[config.mk]
export PLATFORM = sky130hd
export DESIGN_NAME = fps_seq
export DESIGN_NICKNAME = d
export VERILOG_FILES = /design/src/rtl/fps_pkg.sv /design/src/rtl/fps_seq.sv
export VERILOG_INCLUDE_DIRS = /design/src /design/src/rtl
export SDC_FILE = /design/constraint.sdc
export NUM_CORES = 1
export LEC_CHECK = 0
export BUFFER_PORTS_ARGS = -buffer_cell sky130_fd_sc_hd__buf_2
export CORE_ASPECT_RATIO = 0.75
export CORE_MARGIN = 1
export CORE_UTILIZATION = 58
export CTS_CLUSTER_SIZE = 8
export DETAILED_ROUTE_END_ITERATION = 6
export PLACE_DENSITY = 0.75
export SYNTH_ARGS = -nofsm -noshare
export SYNTH_HDL_FRONTEND = slang
export SYNTH_SLANG_ARGS = --single-unit
[constraint.sdc]
create_clock -name core_clk_in -period 6.7 [get_ports core_clk_in]
set_input_delay 0.67 -clock core_clk_in [delete_from_list [all_inputs] [get_ports core_clk_in]]
set_output_delay 0.67 -clock core_clk_in [all_outputs]
set_load 0.03 [all_outputs]
[src/rtl/fps_cfg.svh]
`ifndef FPS_CFG_SVH
`define FPS_CFG_SVH
`define FPS_CLK_MHZ 50
`define FPS_START_PW_NS 200
`define FPS_END_PW_NS 8000
`define FPS_TD_NS 1800
`define FPS_CYC_NS 10000
`define FPS_HOLD_NS 100
`define FPS_SETUP_NS 0
`define FPS_VER_PCT 90
`define FPS_FINAL_US 2500
`define FPS_RAMP4_MS 180
`define FPS_RAMP8_MS 360
`define FPS_ABORT_MS 800
`define FPS_VER_NEED 128
`define FPS_S_START_NS 1000
`define FPS_S_END_NS 8000
`define FPS_S_RAMP_MS 100
`define FPS_S_GIVEUP_MS 400
`define FPS_S_TAIL_US 500
`define FPS_HALF_MASK 8'h0f
`define FPS_FULL_MASK 8'hff
`define FPS_ONE 8'h01
`endif

[src/rtl/fps_pkg.sv]
package fps_pkg;
	typedef enum logic [3:0] {
		S_IDLE, S_PULSE, S_HOLD, S_GAP, S_WAIT, S_FINAL, S_FHOLD,
		S_SHI, S_SLO, S_DONE, S_FAIL
	} fps_state_t;
	typedef struct packed {
		fps_state_t st;
		logic [8:0] pw;
		logic [8:0] wl;
		logic [17:0] ph;
		logic [9:0] cyc;
		logic [25:0] tot;
		logic [15:0] stp;
		logic [14:0] tail;
		logic [2:0] slot;
		logic single;
		logic [7:0] act;
		logic [7:0] seen;
		logic [7:0][7:0] vcnt;
		logic blown;
		logic vcc;
		logic cs;
		logic [7:0] src;
		logic [7:0] low;
	} fps_regs_t;
endpackage

[src/rtl/fps_seq.sv]
`include "fps_cfg.svh"
`timescale 1ns/100ps
`default_nettype none
module fps_seq import fps_pkg::*; #(
	parameter int RAMP4_CYC = `FPS_RAMP4_MS * 1000 * `FPS_CLK_MHZ,
	parameter int RAMP8_CYC = `FPS_RAMP8_MS * 1000 * `FPS_CLK_MHZ,
	parameter int FINAL_CYC = `FPS_FINAL_US * `FPS_CLK_MHZ,
	parameter int ABORT_CYC = `FPS_ABORT_MS * 1000 * `FPS_CLK_MHZ,
	parameter int SRAMP_CYC = `FPS_S_RAMP_MS * 1000 * `FPS_CLK_MHZ,
	parameter int GIVEUP_CYC = `FPS_S_GIVEUP_MS * 1000 * `FPS_CLK_MHZ,
	parameter int TAIL_CYC = `FPS_S_TAIL_US * `FPS_CLK_MHZ
) (
	// Clock, reset, enable
	input wire logic core_clk_in,
	input wire logic resetn_in,
	input wire logic clk_en_in,
	// Job request
	input wire logic start_in,
	input wire logic single_in,
	input wire logic wide_in,
	input wire logic [7:0] mask_in,
	input wire logic [2:0] sel_in,
	// Sensed PROM outputs
	input wire logic [7:0] sense_in,
	// Pulse generator and current sources
	output logic vcc_pulse_out,
	output logic cs_pulse_out,
	output logic [7:0] src_en_out,
	output logic [7:0] hold_low_out,
	// Status
	output logic busy_out,
	output logic done_out,
	output logic fail_out
);

	function automatic int up_cyc(input int ns);
		return (ns * `FPS_CLK_MHZ + 999) / 1000;
	endfunction

	function automatic logic [7:0] onehot(input logic [2:0] i);
		return `FPS_ONE << i;
	endfunction

	function automatic logic [2:0] next_slot(input logic [7:0] a,
			input logic [2:0] cur);
		logic [2:0] res;
		res = cur;
		for (int k = 8; k >= 1; k--) begin
			if (a[cur + 3'(k)])
				res = cur + 3'(k);
		end
		return res;
	endfunction

	localparam int ST_I = up_cyc(`FPS_START_PW_NS);
	localparam int EN_I = `FPS_END_PW_NS * `FPS_CLK_MHZ / 1000;
	localparam int TD_I = up_cyc(`FPS_TD_NS);
	localparam int SST_I = up_cyc(`FPS_S_START_NS);
	localparam int SEN_I = `FPS_S_END_NS * `FPS_CLK_MHZ / 1000;
	localparam logic [8:0] ST_W = 9'(ST_I);
	localparam logic [8:0] EN_W = 9'(EN_I);
	localparam logic [8:0] SST_W = 9'(SST_I);
	localparam logic [8:0] SEN_W = 9'(SEN_I);
	localparam logic [17:0] TD_C = 18'(TD_I);
	localparam logic [17:0] HOLD_C = 18'(up_cyc(`FPS_HOLD_NS));
	localparam logic [17:0] VER_C =
		18'((TD_I * `FPS_VER_PCT + 99) / 100);
	localparam logic [17:0] FIN_C = 18'(FINAL_CYC);
	localparam logic [9:0] CYC_C = 10'(up_cyc(`FPS_CYC_NS));
	localparam logic [25:0] ABORT_C = 26'(ABORT_CYC);
	localparam logic [25:0] GIVEUP_C = 26'(GIVEUP_CYC);
	localparam logic [14:0] TAIL_C = 15'(TAIL_CYC);
	localparam logic [7:0] NEED_C = 8'(`FPS_VER_NEED);
	localparam logic [15:0] STEP4_C = 16'(RAMP4_CYC / (EN_I - ST_I));
	localparam logic [15:0] STEP8_C = 16'(RAMP8_CYC / (EN_I - ST_I));
	localparam logic [15:0] SSTEP_C = 16'(SRAMP_CYC / (SEN_I - SST_I));

	fps_regs_t r_reg, r_next;

	logic [7:0] ok;
	logic all_seen;
	logic all_full;
	logic ramp_st;
	logic slow_st;
	logic [15:0] step_c;
	logic [8:0] end_w;
	logic [2:0] nx;

	always_comb begin
		r_next = r_reg;
		for (int i = 0; i < 8; i++)
			ok[i] = !r_reg.act[i] || (r_reg.vcnt[i] >= NEED_C);
		all_seen = &(r_reg.seen | ~r_reg.act);
		all_full = &ok;
		ramp_st = r_reg.st inside {S_PULSE, S_HOLD, S_GAP, S_WAIT};
		slow_st = r_reg.st inside {S_SHI, S_SLO};
		nx = next_slot(r_reg.act, r_reg.slot);
		if (r_reg.single) begin
			step_c = SSTEP_C;
			end_w = SEN_W;
		end else begin
			step_c = wide_in ? STEP8_C : STEP4_C;
			end_w = EN_W;
		end

		// Width ramp: one cycle wider every step_c cycles, then clamp
		if (ramp_st || slow_st) begin
			r_next.tot = r_reg.tot + 26'd1;
			if (r_reg.stp >= step_c - 16'd1) begin
				r_next.stp = '0;
				if (r_reg.pw < end_w)
					r_next.pw = r_reg.pw + 9'd1;
			end else begin
				r_next.stp = r_reg.stp + 16'd1;
			end
		end
		if (ramp_st && r_reg.cyc < CYC_C)
			r_next.cyc = r_reg.cyc + 10'd1;

		case (r_reg.st)
			S_IDLE, S_DONE, S_FAIL: begin
				if (start_in) begin
					r_next = '0;
					r_next.single = single_in;
					if (single_in) begin
						r_next.slot = sel_in;
						r_next.act = onehot(sel_in);
						r_next.pw = SST_W;
						r_next.wl = SST_W;
						r_next.st = S_SHI;
					end else begin
						r_next.act = mask_in &
							(wide_in ? `FPS_FULL_MASK : `FPS_HALF_MASK);
						r_next.pw = ST_W;
						r_next.wl = ST_W;
						r_next.slot = next_slot(r_next.act, 3'h7);
						r_next.st = (r_next.act == 8'h00) ? S_DONE : S_PULSE;
					end
				end
			end
			S_PULSE: begin
				r_next.ph = r_reg.ph + 18'd1;
				if (r_reg.ph == 18'(r_reg.wl) - 18'd1) begin
					r_next.ph = '0;
					r_next.st = S_HOLD;
				end
			end
			S_HOLD: begin
				r_next.ph = r_reg.ph + 18'd1;
				if (r_reg.ph == HOLD_C - 18'd1)
					r_next.st = S_GAP;
			end
			S_GAP: begin
				r_next.ph = r_reg.ph + 18'd1;
				// Programmed output reads low after select has dropped
				if (r_reg.ph == VER_C && !sense_in[r_reg.slot]) begin
					r_next.seen[r_reg.slot] = 1'b1;
					// Failures do not clear the count
					if (all_seen && r_reg.vcnt[r_reg.slot] < NEED_C)
						r_next.vcnt[r_reg.slot] =
							r_reg.vcnt[r_reg.slot] + 8'd1;
				end
				if (r_reg.ph == TD_C - 18'd1) begin
					r_next.ph = '0;
					r_next.slot = nx;
					r_next.wl = r_reg.pw;
					r_next.st = (nx <= r_reg.slot) ? S_WAIT : S_PULSE;
				end
			end
			S_WAIT: begin
				// Few outputs or narrow pulses would crowd one output
				if (r_reg.cyc >= CYC_C - 10'd1) begin
					r_next.cyc = '0;
					r_next.wl = r_reg.pw;
					r_next.st = all_full ? S_FINAL : S_PULSE;
				end
			end
			S_FINAL: begin
				r_next.ph = r_reg.ph + 18'd1;
				if (r_reg.ph == FIN_C - 18'd1) begin
					r_next.ph = '0;
					r_next.st = S_FHOLD;
				end
			end
			S_FHOLD: begin
				r_next.ph = r_reg.ph + 18'd1;
				if (r_reg.ph == HOLD_C - 18'd1)
					r_next.st = S_DONE;
			end
			S_SHI: begin
				r_next.ph = r_reg.ph + 18'd1;
				if (r_reg.ph == 18'(r_reg.wl) - 18'd1) begin
					r_next.ph = '0;
					r_next.st = S_SLO;
				end
			end
			S_SLO: begin
				r_next.ph = r_reg.ph + 18'd1;
				if (r_reg.ph == 18'(r_reg.wl) - 18'd1) begin
					r_next.ph = '0;
					r_next.wl = r_reg.pw;
					r_next.st = S_SHI;
					if (sense_in[r_reg.slot])
						r_next.blown = 1'b1;
					if (r_reg.blown && r_reg.tail >= TAIL_C)
						r_next.st = S_DONE;
				end
			end
			default: r_next.st = S_IDLE;
		endcase

		if (slow_st && r_reg.blown && r_reg.tail < TAIL_C)
			r_next.tail = r_reg.tail + 15'd1;
		// Give up only while supply and select are low, so hold is kept
		if (r_reg.st inside {S_GAP, S_WAIT} && r_reg.tot >= ABORT_C)
			r_next.st = S_FAIL;
		if (r_reg.st == S_SLO && !r_reg.blown && r_reg.tot >= GIVEUP_C)
			r_next.st = S_FAIL;

		// Select rises on the same edge as the supply pulse
		r_next.vcc = r_next.st inside {S_PULSE, S_FINAL, S_SHI};
		r_next.cs = r_next.vcc ||
			(r_next.st inside {S_HOLD, S_FHOLD});
		if (r_next.st inside {S_PULSE, S_HOLD})
			r_next.src = onehot(r_next.slot);
		else if (r_next.st inside {S_FINAL, S_FHOLD, S_SHI, S_SLO})
			r_next.src = r_next.act;
		else
			r_next.src = 8'h00;
		r_next.low = (r_next.st inside {S_SHI, S_SLO}) ?
			~r_next.act : 8'h00;
	end

	always_ff @(posedge core_clk_in or negedge resetn_in) begin
		if (!resetn_in)
			r_reg <= '0;
		else if (clk_en_in)
			r_reg <= r_next;
	end

	assign vcc_pulse_out = r_reg.vcc;
	assign cs_pulse_out = r_reg.cs;
	assign src_en_out = r_reg.src;
	assign hold_low_out = r_reg.low;
	assign done_out = (r_reg.st == S_DONE);
	assign fail_out = (r_reg.st == S_FAIL);
	assign busy_out = !(r_reg.st inside {S_IDLE, S_DONE, S_FAIL});

endmodule
`default_nettype wire

Word level (Yosys, flattened, before mapping)
Cells that the tools add are included.
{ "totals": {"regBits": 210, "inputBits": 25} }
{ "op_classes": {"n_addsub": 16, "eq_ne": 28, "bitwise_logic": 5, "n_mux": 89, "shift": 2, "magnitude_cmp": 27, "reduce_logical": 60} }
{ "op_table": {"columns": ["op", "n"], "rows": [
  ["210-bit 2-to-1 mux", 1],
  ["72-bit case mux with 2 select lines", 1],
  ["18-bit case mux with 6 select lines", 1],
  ["72-bit 2-to-1 mux", 1],
  ["64-bit bitwise mux", 1],
  ["8-bit >= comparator, second input constant", 8],
  ["64-bit 2-to-1 mux", 1],
  ["8-bit 2-to-1 mux", 8],
  ["57-bit 2-to-1 mux", 1],
  ["27-bit 2-to-1 mux", 2],
  ["3-bit 2-to-1 mux", 17],
  ["16-bit 2-to-1 mux", 3],
  ["4-bit 2-to-1 mux", 12],
  ["9-bit 2-to-1 mux", 5],
  ["42-bit 2-to-1 mux", 1],
  ["18-bit by 7-bit equality test with 1-bit output, second input constant", 2],
  ["18-bit 2-to-1 mux", 2],
  ["4-bit case mux with 9 select lines", 1],
  ["9-bit case mux with 4 select lines", 1],
  ["3-bit by 4-bit < comparator with 1-bit output, second input constant", 8],
  ["4-bit by 3-bit equality test with 1-bit output, second input constant", 7],
  ["26-bit by 1-bit adder with 26-bit output, second input constant", 1],
  ["26-bit by 25-bit >= comparator with 1-bit output, second input constant", 1],
  ["26-bit >= comparator, second input constant", 1],
  ["58 further kinds", 140]
]} }

Longest topological paths before layout
Gate-level depths: netlist of run 1.
{ "logic_depth": {"ltp_word": 20, "depth_mapped": 22, "mapped_depth_nobuf": 18} }

Least setup slack after synthesis of run 1
No wires, ideal clock.
{ "synth_path": {"path_type": "flip-flop to flip-flop", "from": "register r_reg[100] in the netlist's numbering", "to": "register r_reg, in the netlist hold_low_out[1]", "required_ns": 6.608, "arrival_ns": 5.345, "path_buffers": 4, "setup_time_ns": 0.092, "period_less_slack_ns": 5.437, "path_stages_with_launch": 23, "path_slack_ns": 1.263, "path_cell_list": "dfrtp_1 -> buf_2 -> buf_4 -> buf_2 -> inv_1 -> ha_1 -> clkbuf_1 -> mux4_2 -> mux2_2 -> a31oi_1 -> o32ai_1 -> a211o_1 -> a31oi_1 -> ha_1 -> nor2b_1 -> o21a_1 -> o21ai_0 -> a21oi_1 -> nor4b_1 -> a31oi_4 -> or3b_4 -> o21a_4 -> o31ai_2"} }
{ "synth_between": {"elab_chain_cells": 19, "elab_cells_between_ends": 38, "classes_between": "add/sub: 7; order compare: 1; eq/ne: 2; mux: 27; reduce/logical: 1"} }
{ "synth_rtl": {"columns": ["item", "line", "rtl"], "rows": [
  ["from (decl)", "fps_seq.sv:78", "fps_regs_t r_reg, r_next;"],
  ["from (signal assigned)", "fps_seq.sv:238", "r_reg <= r_next;"],
  ["3-bit adder", "fps_seq.sv:49, fps_seq.sv:50", null],
  ["1-bit binary-select mux with 3-bit select", "fps_seq.sv:49", "if (a[cur + 3'(k)])"],
  ["1-bit 2-to-1 mux (implied by the code)", "fps_seq.sv:49", null],
  ["3-bit 2-to-1 mux (7 in a row)", "fps_seq.sv:49", null],
  ["3-bit less-or-equal comparator *", "fps_seq.sv:167", "r_next.st = (nx <= r_reg.slot) ? S_WAIT : S_PULSE;"],
  ["3-bit 2-to-1 mux *", "fps_seq.sv:167", null],
  ["4-bit 2-to-1 mux *", "fps_seq.sv:163", "if (r_reg.ph == TD_C - 18'd1) begin"],
  ["4-bit case mux with 9 select lines *", "fps_seq.sv:120", "case (r_reg.st)"],
  ["4-bit 2-to-1 mux *", "fps_seq.sv:215", "if (r_reg.st inside {S_GAP, S_WAIT} && r_reg.tot >= ABORT_C)"],
  ["4-bit 2-to-1 mux *", "fps_seq.sv:217", "if (r_reg.st == S_SLO && !r_reg.blown && r_reg.tot >= GIVEUP_C)"],
  ["4-bit by 3-bit equality test with 1-bit output / 4-bit equality test (equally long branches)", "fps_seq.sv:230", "r_next.low = (r_next.st inside {S_SHI, S_SLO}) ?"],
  ["2-bit nonzero test *", "fps_seq.sv:230", null],
  ["8-bit 2-to-1 mux *", "fps_seq.sv:230", null]
]} }
Every way passes the cells marked *; elsewhere a longest branch is shown, timed or not. The select of a mux whose other input is x is not followed.
A chain may end at the register's enable or synchronous reset.

Worst setup path in the final report of run 1
{ "layout_path": {"from": "register r_reg[100] in the netlist's numbering", "to": "register r_reg, in the netlist src_en_out[5]"} }
{ "layout_between": {"elab_chain_cells": 20, "elab_cells_between_ends": 48, "classes_between": "add/sub: 7; order compare: 1; eq/ne: 6; shift: 1; mux: 31; reduce/logical: 2"} }
{ "layout_rtl": {"columns": ["item", "line", "rtl"], "rows": [
  ["3-bit adder", "fps_seq.sv:49, fps_seq.sv:50", null],
  ["1-bit binary-select mux with 3-bit select", "fps_seq.sv:49", null],
  ["1-bit 2-to-1 mux (implied by the code)", "fps_seq.sv:49", null],
  ["3-bit 2-to-1 mux (7 in a row)", "fps_seq.sv:49", null],
  ["3-bit less-or-equal comparator", "fps_seq.sv:167", null],
  ["3-bit 2-to-1 mux", "fps_seq.sv:167", null],
  ["4-bit 2-to-1 mux", "fps_seq.sv:163", null],
  ["4-bit case mux with 9 select lines", "fps_seq.sv:120", null],
  ["4-bit 2-to-1 mux", "fps_seq.sv:215", null],
  ["4-bit 2-to-1 mux", "fps_seq.sv:217", null],
  ["4-bit by 3-bit equality test with 1-bit output / 4-bit equality test (equally long branches)", "fps_seq.sv:226", "else if (r_next.st inside {S_FINAL, S_FHOLD, S_SHI, S_SLO})"],
  ["4-bit nonzero test", "fps_seq.sv:226", null],
  ["8-bit 2-to-1 mux", "fps_seq.sv:226", null],
  ["8-bit 2-to-1 mux *", "fps_seq.sv:224", "if (r_next.st inside {S_PULSE, S_HOLD})"]
]} }
Marked as above.

==> results of run 1 <==
## worst max-delay path, stage by stage, from the launching register on
cell and delay [ns]:
sky130_fd_sc_hd__dfrtp_2 0.67, sky130_fd_sc_hd__inv_1 0.22, sky130_fd_sc_hd__ha_1 0.52, sky130_fd_sc_hd__mux4_2 0.44, sky130_fd_sc_hd__mux2_2 0.32, sky130_fd_sc_hd__a31oi_1 0.15
sky130_fd_sc_hd__o32ai_1 0.11, sky130_fd_sc_hd__a211o_1 0.27, sky130_fd_sc_hd__a31oi_1 0.25, sky130_fd_sc_hd__ha_1 0.29, sky130_fd_sc_hd__nor2b_1 0.13, sky130_fd_sc_hd__o21a_1 0.15
sky130_fd_sc_hd__o21ai_0 0.25, sky130_fd_sc_hd__a21oi_1 0.12, sky130_fd_sc_hd__nor4b_1 0.49, sky130_fd_sc_hd__a31oi_4 0.20, sky130_fd_sc_hd__or3b_4 0.44, sky130_fd_sc_hd__o21a_1 0.29
sky130_fd_sc_hd__o32ai_1 0.18
## how the worst max path moves through the flow
stage / endpoint / startpoint / slack [ns] / cells after the start
4_1_cts: hold_low_out[1] / r_reg[100] / 1.13 / 18
3_5_place_dp: src_en_out[4] / r_reg[100] / 1.18 / 18
3_3_place_gp: hold_low_out[1] / r_reg[100] / 1.40 / 18
2_1_floorplan: hold_low_out[1] / r_reg[100] / 1.26 / 22
6_report: src_en_out[5] / r_reg[100] / 1.08 / 18
5_1_grt: src_en_out[4] / r_reg[100] / 0.79 / 18
## logic make-up (layout without fill, tap and decap cells)
group / Yosys count / in the layout
buffers and inverters: 133 / 137
other: 2 / 3
XOR/XNOR: 62 / 62
flip-flops: 210 / 210
AO/OA/AOI/OAI: 370 / 370
multiplexers: 50 / 50
adder cells (fa/ha/maj): 37 / 37
AND/OR/NAND/NOR: 571 / 571
## area by class of cell
class | count | area (µm²)
antenna | 1 | 2.50
clock buffer | 32 | 758
clock inverter | 2 | 37.5
fill | 1847 | 7910
inverter | 42 | 158
multi-input combinational | 1092 | 7320
sequential | 210 | 5260
tap | 294 | 368
timing repair buffer | 61 | 355
## cell usage in the layout (no fill, tap or decap), types with 16 or more instances in the layout
master / netlist / layout
sky130_fd_sc_hd__a21oi_1: 46 / 46
sky130_fd_sc_hd__a22o_1: 26 / 26
sky130_fd_sc_hd__and3_1: 23 / 23
sky130_fd_sc_hd__buf_2: 16 / 44
sky130_fd_sc_hd__buf_4: 17 / 16
sky130_fd_sc_hd__clkbuf_16: 0 / 30
sky130_fd_sc_hd__dfrtp_1: 210 / 209
sky130_fd_sc_hd__ha_1: 37 / 37
sky130_fd_sc_hd__inv_1: 39 / 39
sky130_fd_sc_hd__mux2i_1: 17 / 17
sky130_fd_sc_hd__mux4_2: 29 / 29
sky130_fd_sc_hd__nand2_1: 192 / 192
sky130_fd_sc_hd__nand2b_1: 26 / 26
sky130_fd_sc_hd__nand3_1: 46 / 46
sky130_fd_sc_hd__nand4_1: 24 / 24
sky130_fd_sc_hd__nor2_1: 117 / 117
sky130_fd_sc_hd__nor3_1: 43 / 43
sky130_fd_sc_hd__o21ai_0: 89 / 89
sky130_fd_sc_hd__o31ai_1: 39 / 39
sky130_fd_sc_hd__or3_1: 18 / 18
sky130_fd_sc_hd__xnor2_1: 22 / 22
sky130_fd_sc_hd__xor2_1: 40 / 40
## through the flow
| step | hold slack (ns) | instances | area [µm²] | util [%] | power, µW |
|---|---|---|---|---|---|
| 4_1_cts | 0.0791 | 1733 | 14300 | 64.3 | 5610 |
| 6_report | 0.0581 | 1734 | 14300 | 64.3 | 5660 |
| 3_3_place_gp | 0.454 | 1699 | 13500 | 60.7 | 4210 |
| 5_1_grt | 0.115 | 1734 | 14300 | 64.3 | 5970 |
| 2_1_floorplan | 0.374 | 1435 | 13200 | - | 3630 |
| 3_5_place_dp | 0.462 | 1699 | 13500 | 60.7 | 4250 |
## power breakdown
group          switching, µW  total [µW]  internal [µW]
clock network            551        1340            788
registers                300        1730           1430
logic                   1660        2590            931
## routing by layer
metal	up-vias	GRT usage, %	wire (µm)
met5	-	0	0
met4	0	6.04	518
met3	43	5.95	3550
met2	561	42.2	14700
met1	5699	51.0	16900
li1	5274	-	-
==> report_table.html, run 1 <==
<table>
<tr><th>Metric</th><th>Value</th></tr>
<tr><th colspan="2">Run status</th></tr>
<tr><td>Result of the run</td><td>finished clean</td></tr>
<tr><th colspan="2">Synthesis</th></tr>
<tr><td>Largest family of logic cells by synthesized area</td><td>simple AND/OR/NAND/NOR gates</td></tr>
<tr><td>Cell count after synthesis</td><td>approximately 1,400</td></tr>
<tr><td>Simple-gate share of the synthesized area</td><td>21.3%</td></tr>
<tr><td>Post-Syn Area</td><td>roughly 0.013 mm²</td></tr>
<tr><td>Number of enable flip-flop cells after synthesis</td><td>0</td></tr>
<tr><td>Syn_nets</td><td>~1,500</td></tr>
<tr><td>Post-synth top area cell</td><td>sky130_fd_sc_hd__dfrtp_1</td></tr>
<tr><td>Count of warnings emitted by yosys</td><td>0</td></tr>
<tr><td>Sequential area share after synthesis</td><td>39.9%</td></tr>
<tr><td>Main synth FF type</td><td>sky130_fd_sc_hd__dfrtp_1</td></tr>
<tr><td>Post-synth ARST share</td><td>100%</td></tr>
<tr><td>Adder and majority gate portion of the synthesized area</td><td>under 10%</td></tr>
<tr><td>Post-synthesis average cell area</td><td>a little over 9 µm²</td></tr>
<tr><td>Compound-gate portion of the synthesized area</td><td>between 15 and 20%</td></tr>
<tr><td>Number of distinct library cells after synthesis</td><td>86</td></tr>
<tr><td>Share of cell area taken by muxes after synthesis</td><td>6.59%</td></tr>
<tr><td>Leading cell type by number of instances after synthesis</td><td>sky130_fd_sc_hd__dfrtp_1</td></tr>
<tr><td>Cell types with the highest counts after synthesis</td><td>sky130_fd_sc_hd__dfrtp_1 (210), sky130_fd_sc_hd__nand2_1 (192), sky130_fd_sc_hd__nor2_1 (117), sky130_fd_sc_hd__o21ai_0 (89), sky130_fd_sc_hd__clkbuf_1 (49)</td></tr>
<tr><td>Largest cells by area after synthesis</td><td>sky130_fd_sc_hd__dfrtp_1 (40%), sky130_fd_sc_hd__nand2_1 (5.5%), sky130_fd_sc_hd__mux4_2 (5.0%), sky130_fd_sc_hd__ha_1 (3.5%), sky130_fd_sc_hd__o21ai_0 (3.4%)</td></tr>
<tr><td>Fraction of synthesized cell area taken by the top area cell type</td><td>about two fifths</td></tr>
<tr><td>Fraction of synthesized cell area in xor and xnor cells</td><td>~4%</td></tr>
<tr><td>Flops &amp; latches, synth</td><td>210</td></tr>
<tr><th colspan="2">STA</th></tr>
<tr><td>Post-Route Setup TNS</td><td>0 ns</td></tr>
<tr><td>Clock Skews</td><td>about 0.035 ns</td></tr>
<tr><td>RSZ-0062 raised after global routing</td><td>false</td></tr>
<tr><td>Worst Slack Setup Final</td><td>approximately 1.1 ns</td></tr>
<tr><td>Headroom to the max-slew limit</td><td>7.78%</td></tr>
<tr><td>Final critical path time including I/O delays and setup</td><td>5.62 ns</td></tr>
<tr><td>Final number of hold-violating endpoints</td><td>0</td></tr>
<tr><td>Fin crit share</td><td>a little over four fifths</td></tr>
<tr><td>Worst slew pin tran</td><td>1.37 ns</td></tr>
<tr><td>Setup Viol. Count Final</td><td>0</td></tr>
<tr><td>Final Max Slew Viols</td><td>0</td></tr>
<tr><td>Upper clock frequency limit</td><td>between 150 and 200 MHz</td></tr>
<tr><th colspan="2">Setup path</th></tr>
<tr><td>Slack of the worst reg-to-reg path</td><td>between 1 and 1.5 ns</td></tr>
<tr><td>Nature of the critical path startpoint</td><td>flip-flop</td></tr>
<tr><td>Cell depth of the worst flop-to-flop path</td><td>18</td></tr>
<tr><td>Sort of element at the end of the critical path</td><td>flip-flop</td></tr>
<tr><td>Critical R2R Launch</td><td>r_reg[100]</td></tr>
<tr><td>Maximum fanout along the worst path</td><td>17</td></tr>
<tr><td>Critical path data arrival time</td><td>6.08 ns</td></tr>
<tr><td>RR Endpoint</td><td>src_en_out[5]</td></tr>
<tr><td>Req. time, crit path</td><td>7.16 ns</td></tr>
<tr><td>Type of the worst setup path</td><td>reg -&gt; reg</td></tr>
<tr><th colspan="2">Global route</th></tr>
<tr><td>Global route total overflow</td><td>0</td></tr>
<tr><td>Global-route total usage across every layer</td><td>a little under a third</td></tr>
<tr><td>Maximum number of pins on one net before global-route repair</td><td>79</td></tr>
<tr><td>Via count of the first global-routing pass</td><td>10,577</td></tr>
<tr><td>Wire length of the first global-routing pass</td><td>~58,000 µm</td></tr>
<tr><td>Antenna violations before repair</td><td>1</td></tr>
<tr><th colspan="2">CTS</th></tr>
<tr><td>CTS-repair resized insts</td><td>0</td></tr>
<tr><td>Maximum clock insertion buffer count</td><td>3</td></tr>
<tr><td>Htree depth</td><td>1</td></tr>
<tr><td>CTS tree</td><td>done</td></tr>
<tr><td>Cts bufs inserted</td><td>30</td></tr>
<tr><td>CTS clk-pin slew, worst paths</td><td>0.05 ns</td></tr>
<tr><td>Worst skew pair latency</td><td>~0.58 ns</td></tr>
<tr><td>CTS Root Buffer Type</td><td>sky130_fd_sc_hd__clkbuf_16</td></tr>
<tr><td>Setup fix buffers added after clock tree synthesis</td><td>0</td></tr>
<tr><td>TritonCTS Sinks</td><td>210</td></tr>
<tr><td>Number of buffers inserted for hold repair after clock tree synthesis</td><td>0</td></tr>
<tr><th colspan="2">Power and ir drop</th></tr>
<tr><td>Pwr per Cell Area</td><td>~400 mW/mm²</td></tr>
<tr><td>Leakage power of the design</td><td>between 0.006 and 0.007 µW</td></tr>
<tr><td>Worst supply voltage drop on vdd</td><td>~320 µV</td></tr>
<tr><th colspan="2">Drt</th></tr>
<tr><td>Average wire length per cell after detail routing</td><td>20.6 µm</td></tr>
<tr><td>Remaining antenna violation count</td><td>0</td></tr>
<tr><td>Total wire length after detailed routing</td><td>around 36,000 µm</td></tr>
<tr><td>Vias/cell</td><td>6.68</td></tr>
<tr><td>Initial drt markers</td><td>roughly 1,400</td></tr>
<tr><td>Via count</td><td>11,577</td></tr>
<tr><td>Number of detailed-routing iterations run before antenna repair</td><td>5</td></tr>
<tr><td>DRC</td><td>0</td></tr>
<tr><th colspan="2">Floorplan</th></tr>
<tr><td>Area inside the core boundary</td><td>between 0.02 and 0.025 mm²</td></tr>
<tr><td>Die Area</td><td>~0.023 mm²</td></tr>
<tr><td>Cell Rows</td><td>between 40 and 50</td></tr>
<tr><td>Starting utilization of the core area</td><td>roughly three fifths</td></tr>
<tr><td>Total I/O pin count</td><td>46</td></tr>
<tr><td>Floorplan die height</td><td>between 100 and 150 µm</td></tr>
<tr><td>Die span in x</td><td>176 µm</td></tr>
<tr><th colspan="2">Layout</th></tr>
<tr><td>Flip-flop count of the largest register, all copies and words added</td><td>about 190</td></tr>
<tr><td>Relative area change from synthesis to final layout</td><td>8.20%</td></tr>
<tr><td>Layout cell share with drive strength beyond 1</td><td>11.2%</td></tr>
<tr><td>Net count, final</td><td>between 1,000 and 1,500</td></tr>
<tr><th colspan="2">Place</th></tr>
<tr><td>Detailed placer's ending HPWL</td><td>~25,000 µm</td></tr>
<tr><td>Port bufs</td><td>45</td></tr>
<tr><td>Placer's final routability congestion estimate</td><td>between 0.9 and 1</td></tr>
<tr><td>Worst setup timing slack at the placement stage</td><td>approximately 1.2 ns</td></tr>
<tr><th colspan="2">Run</th></tr>
<tr><td>Number of violations of the max-capacitance limit</td><td>0</td></tr>
<tr><th colspan="2">Min path</th></tr>
<tr><td>Min-delay worst type</td><td>in -&gt; async</td></tr>
</table>
Power figures use the tool's default switching activity.
==> run 2, diff against run 1 <==
CORE_UTILIZATION = 57   (was 58)
PLACE_DENSITY = 0.77   (was 0.75)
clock period = 5.14 ns   (was 6.7 ns; I/O delays follow)
==> run 2 against run 1 <==
Effect of this change:
- the run now ends with design-rule violations left
- worst hold slack worse by 0.029 ns
- routed wire length grew 0.59%
- fmax increased by 16%
- die area up 1.7%
- non-clock buffer count is 9 higher
- total power is 31% higher
- register-to-register slack got worse by 0.78 ns
- clock skew down 0.023 ns
- global-route usage down 0.11 points
- final cell count is 0.40% higher
==> report_table.html, run 2 (same netlist as run 1, synthesis figures left out) <==
<table>
<tr><th>Metric</th><th>Value</th></tr>
<tr><th colspan="2">Floorplan</th></tr>
<tr><td>Die span in x</td><td>178 µm (+0.86%)</td></tr>
<tr><td>Starting utilization of the core area</td><td>59.0% (-0.47 points)</td></tr>
<tr><td>Area inside the core boundary</td><td>0.0223 mm² (+0.80%)</td></tr>
<tr><td>Cell Rows</td><td>47 (unchanged)</td></tr>
<tr><td>Total I/O pin count</td><td>46 (unchanged)</td></tr>
<tr><td>Floorplan die height</td><td>134 µm (+0.86%)</td></tr>
<tr><td>Die Area</td><td>0.0237 mm² (+1.7%)</td></tr>
<tr><th colspan="2">Layout</th></tr>
<tr><td>Highest-count cells in the layout ignoring fill and taps</td><td>sky130_fd_sc_hd__dfrtp_1 (209), sky130_fd_sc_hd__nand2_1 (192), sky130_fd_sc_hd__nor2_1 (117)</td></tr>
<tr><td>Fill count</td><td>1,870 (+1.2%)</td></tr>
<tr><td>Relative area change from synthesis to final layout</td><td>8.70%</td></tr>
<tr><td>Final antenna diode count</td><td>0 (-1)</td></tr>
<tr><td>Post-Layout Inst Area</td><td>0.0143 mm² (+0.46%)</td></tr>
<tr><td>Leading cell type in the layout, fill and taps excluded</td><td>sky130_fd_sc_hd__dfrtp_1</td></tr>
<tr><td>Net count, final</td><td>1,508 (+0.60%)</td></tr>
<tr><td>Layout cell share with drive strength beyond 1</td><td>11.9% (+0.70 points)</td></tr>
<tr><td>Final non-filler cell total</td><td>1,741 (+0.40%)</td></tr>
<tr><td>Flip-flop count of the largest register, all copies and words added</td><td>192 (unchanged)</td></tr>
<tr><th colspan="2">Setup path</th></tr>
<tr><td>Critical path buffer and inverter count</td><td>1 (unchanged)</td></tr>
<tr><td>Critical path data arrival time</td><td>5.29 ns (-0.79 ns)</td></tr>
<tr><td>Sort of element at the end of the critical path</td><td>flip-flop</td></tr>
<tr><td>Req. time, crit path</td><td>5.59 ns (-1.57 ns)</td></tr>
<tr><td>Largest stage delay on the critical path</td><td>0.44 ns (-0.23 ns)</td></tr>
<tr><td>CP max-delay cell</td><td>sky130_fd_sc_hd__or3b_4</td></tr>
<tr><td>Type of the worst setup path</td><td>reg -&gt; reg</td></tr>
<tr><td>Critical R2R Launch</td><td>r_reg[101]</td></tr>
<tr><td>Cell family with the largest share of critical-path delay</td><td>compound AO/OA/AOI/OAI gates</td></tr>
<tr><td>Cells traversed along the worst timing path</td><td>inv_1, ha_2, mux4_2, mux2_2, a31oi_1, o32ai_1, a211o_1, a31oi_1, ha_1, nor2b_1, o21a_1, o21ai_0, a21oi_1, nor4b_2, a31oi_4, or3b_4, o21a_4, o31ai_2</td></tr>
<tr><td>Most common cell on crit path</td><td>sky130_fd_sc_hd__a31oi_1</td></tr>
<tr><td>Nature of the critical path startpoint</td><td>flip-flop</td></tr>
<tr><td>Maximum fanout along the worst path</td><td>8 (-9)</td></tr>
<tr><td>Startpoint of the worst setup timing path</td><td>r_reg[101]</td></tr>
<tr><th colspan="2">Place</th></tr>
<tr><td>Detailed placer's ending HPWL</td><td>25,500 µm (+2.4%)</td></tr>
<tr><td>Inst Count DP</td><td>1,708 (+0.53%)</td></tr>
<tr><td>Port bufs</td><td>45 (unchanged)</td></tr>
<tr><td>DP Area</td><td>0.0135 mm² (+0.54%)</td></tr>
<tr><td>Worst setup timing slack at the placement stage</td><td>0.301 ns (-0.875 ns)</td></tr>
<tr><td>Placer's final routability congestion estimate</td><td>0.940 (-3.7%)</td></tr>
<tr><th colspan="2">Power and ir drop</th></tr>
<tr><td>Leakage power of the design</td><td>0.00617 µW (+0.84%)</td></tr>
<tr><td>Pwr per Cell Area</td><td>519 mW/mm² (+31%)</td></tr>
<tr><td>Worst supply voltage drop on vdd</td><td>373 µV (+18%)</td></tr>
<tr><th colspan="2">Drt</th></tr>
<tr><td>Vias/cell</td><td>6.62 (-0.88%)</td></tr>
<tr><td>Total wire length after detailed routing</td><td>35,900 µm (+0.59%)</td></tr>
<tr><td>DRC</td><td>20 (+20)</td></tr>
<tr><td>Number of detailed-routing iterations run before antenna repair</td><td>7 (+2)</td></tr>
<tr><td>Via count</td><td>11,521 (-0.48%)</td></tr>
<tr><td>Remaining antenna violation count</td><td>0 (unchanged)</td></tr>
<tr><td>Average wire length per cell after detail routing</td><td>20.6 µm (+0.19%)</td></tr>
<tr><td>Initial drt markers</td><td>1,334 (-7.7%)</td></tr>
<tr><th colspan="2">STA</th></tr>
<tr><td>Fin crit share</td><td>94.2% (+10 points)</td></tr>
<tr><td>Post-Route Setup TNS</td><td>0 ns (unchanged)</td></tr>
<tr><td>Final Max Slew Viols</td><td>0 (unchanged)</td></tr>
<tr><td>Worst Slack Setup Final</td><td>0.300 ns (-0.779 ns)</td></tr>
<tr><td>Upper clock frequency limit</td><td>207 MHz (+16%)</td></tr>
<tr><td>Headroom to the max-slew limit</td><td>14.4% (+6.6 points)</td></tr>
<tr><td>Final critical path time including I/O delays and setup</td><td>4.84 ns (-0.781 ns)</td></tr>
<tr><td>Setup Viol. Count Final</td><td>0 (unchanged)</td></tr>
<tr><td>Clock Skews</td><td>0.0117 ns (-0.0233 ns)</td></tr>
<tr><td>Final number of hold-violating endpoints</td><td>0 (unchanged)</td></tr>
<tr><td>RSZ-0062 raised after global routing</td><td>false</td></tr>
<tr><td>Worst slew pin tran</td><td>1.28 ns (-0.0851 ns)</td></tr>
<tr><th colspan="2">CTS</th></tr>
<tr><td>Worst skew pair latency</td><td>0.54 ns (-0.04 ns)</td></tr>
<tr><td>Setup fix buffers added after clock tree synthesis</td><td>0 (unchanged)</td></tr>
<tr><td>Maximum clock insertion buffer count</td><td>3 (unchanged)</td></tr>
<tr><td>CTS clk-pin slew, worst paths</td><td>0.05 ns (about the same)</td></tr>
<tr><td>CTS-repair resized insts</td><td>0 (unchanged)</td></tr>
<tr><td>TritonCTS Sinks</td><td>210 (unchanged)</td></tr>
<tr><td>Htree depth</td><td>1 (unchanged)</td></tr>
<tr><td>Cts bufs inserted</td><td>30 (unchanged)</td></tr>
<tr><td>CTS Root Buffer Type</td><td>sky130_fd_sc_hd__clkbuf_16</td></tr>
<tr><td>Number of buffers inserted for hold repair after clock tree synthesis</td><td>0 (unchanged)</td></tr>
<tr><td>CTS tree</td><td>done</td></tr>
<tr><th colspan="2">Global route</th></tr>
<tr><td>Antenna violations before repair</td><td>0 (-1)</td></tr>
<tr><td>Global route total overflow</td><td>0 (unchanged)</td></tr>
<tr><td>Maximum number of pins on one net before global-route repair</td><td>99 (+25%)</td></tr>
<tr><td>Global-route total usage across every layer</td><td>31.1% (-0.11 points)</td></tr>
<tr><td>Wire length of the first global-routing pass</td><td>58,100 µm (about the same)</td></tr>
<tr><td>Via count of the first global-routing pass</td><td>10,809 (+2.2%)</td></tr>
<tr><th colspan="2">Run status</th></tr>
<tr><td>Failing checks</td><td>design-rule violations</td></tr>
<tr><td>Result of the run</td><td>finished with violations</td></tr>
<tr><th colspan="2">Run</th></tr>
<tr><td>Number of violations of the max-capacitance limit</td><td>0 (unchanged)</td></tr>
<tr><th colspan="2">Min path</th></tr>
<tr><td>Min-delay worst type</td><td>in -&gt; async</td></tr>
</table>
-- run 2: layout make-up --
type                    instances  area (µm²)  share of cell area (%)
repair buffers                 70         422                    2.94
flip-flops and latches        210        5260                    36.7
clock inverters                 1        8.76                  0.0611
multi-input cells            1092        7330                    51.2
inverters                      42         158                    1.10
well taps                     294         368                    2.57
clock buffers                  32         779                    5.44
-- run 2: routing by layer --
metal | vias to the layer above | GRT usage, % | share of wire, %
met5 | - | 0 | 0
li1 | 5297 | - | -
met3 | 85 | 6.88 | 9.8
met4 | 0 | 9.64 | 2.5
met2 | 580 | 42.8 | 41
met1 | 5559 | 48.0 | 47
-- run 2: metrics by stage --
step	hold slack (ns)	total power (µW)	util, %
after global routing	0.102	7850	64.1
after detailed placement	0.462	5600	60.6
after global placement	0.454	5510	60.6
final	0.0292	7440	64.1
after floorplan	0.218	4750	-
after CTS	0.0828	7380	64.1
-- run 2: worst paths after layout --
check	endpoint	slack (ns)	cells past startpoint
min in group core_clk_in	r_reg[99]	0.42	3
worst min register to register	r_reg[71]	0.47	2
worst min-delay path	r_reg[178]	0.03	1
worst max register to register	hold_low_out[1]	0.30	18
worst max-delay path	hold_low_out[1]	0.30	18
max in group asynchronous	hold_low_out[4]	4.07	2
-- run 2: power by group --
part	internal, µW	switching [µW]
clock	1050	707
combinational	1250	2240
sequential	1870	322
total	4170	3270
-- run 2: worst register-to-register path, delay by kind of cell, from the launching register on --
kind	cells	cell delay [ns]
AOI/OAI and AO/OA	10	1.91
adders and majority gates	2	0.71
buffers and inverters	1	0.07
DFF	1	0.36
muxes	2	0.73
and+or+nand+nor	3	0.96
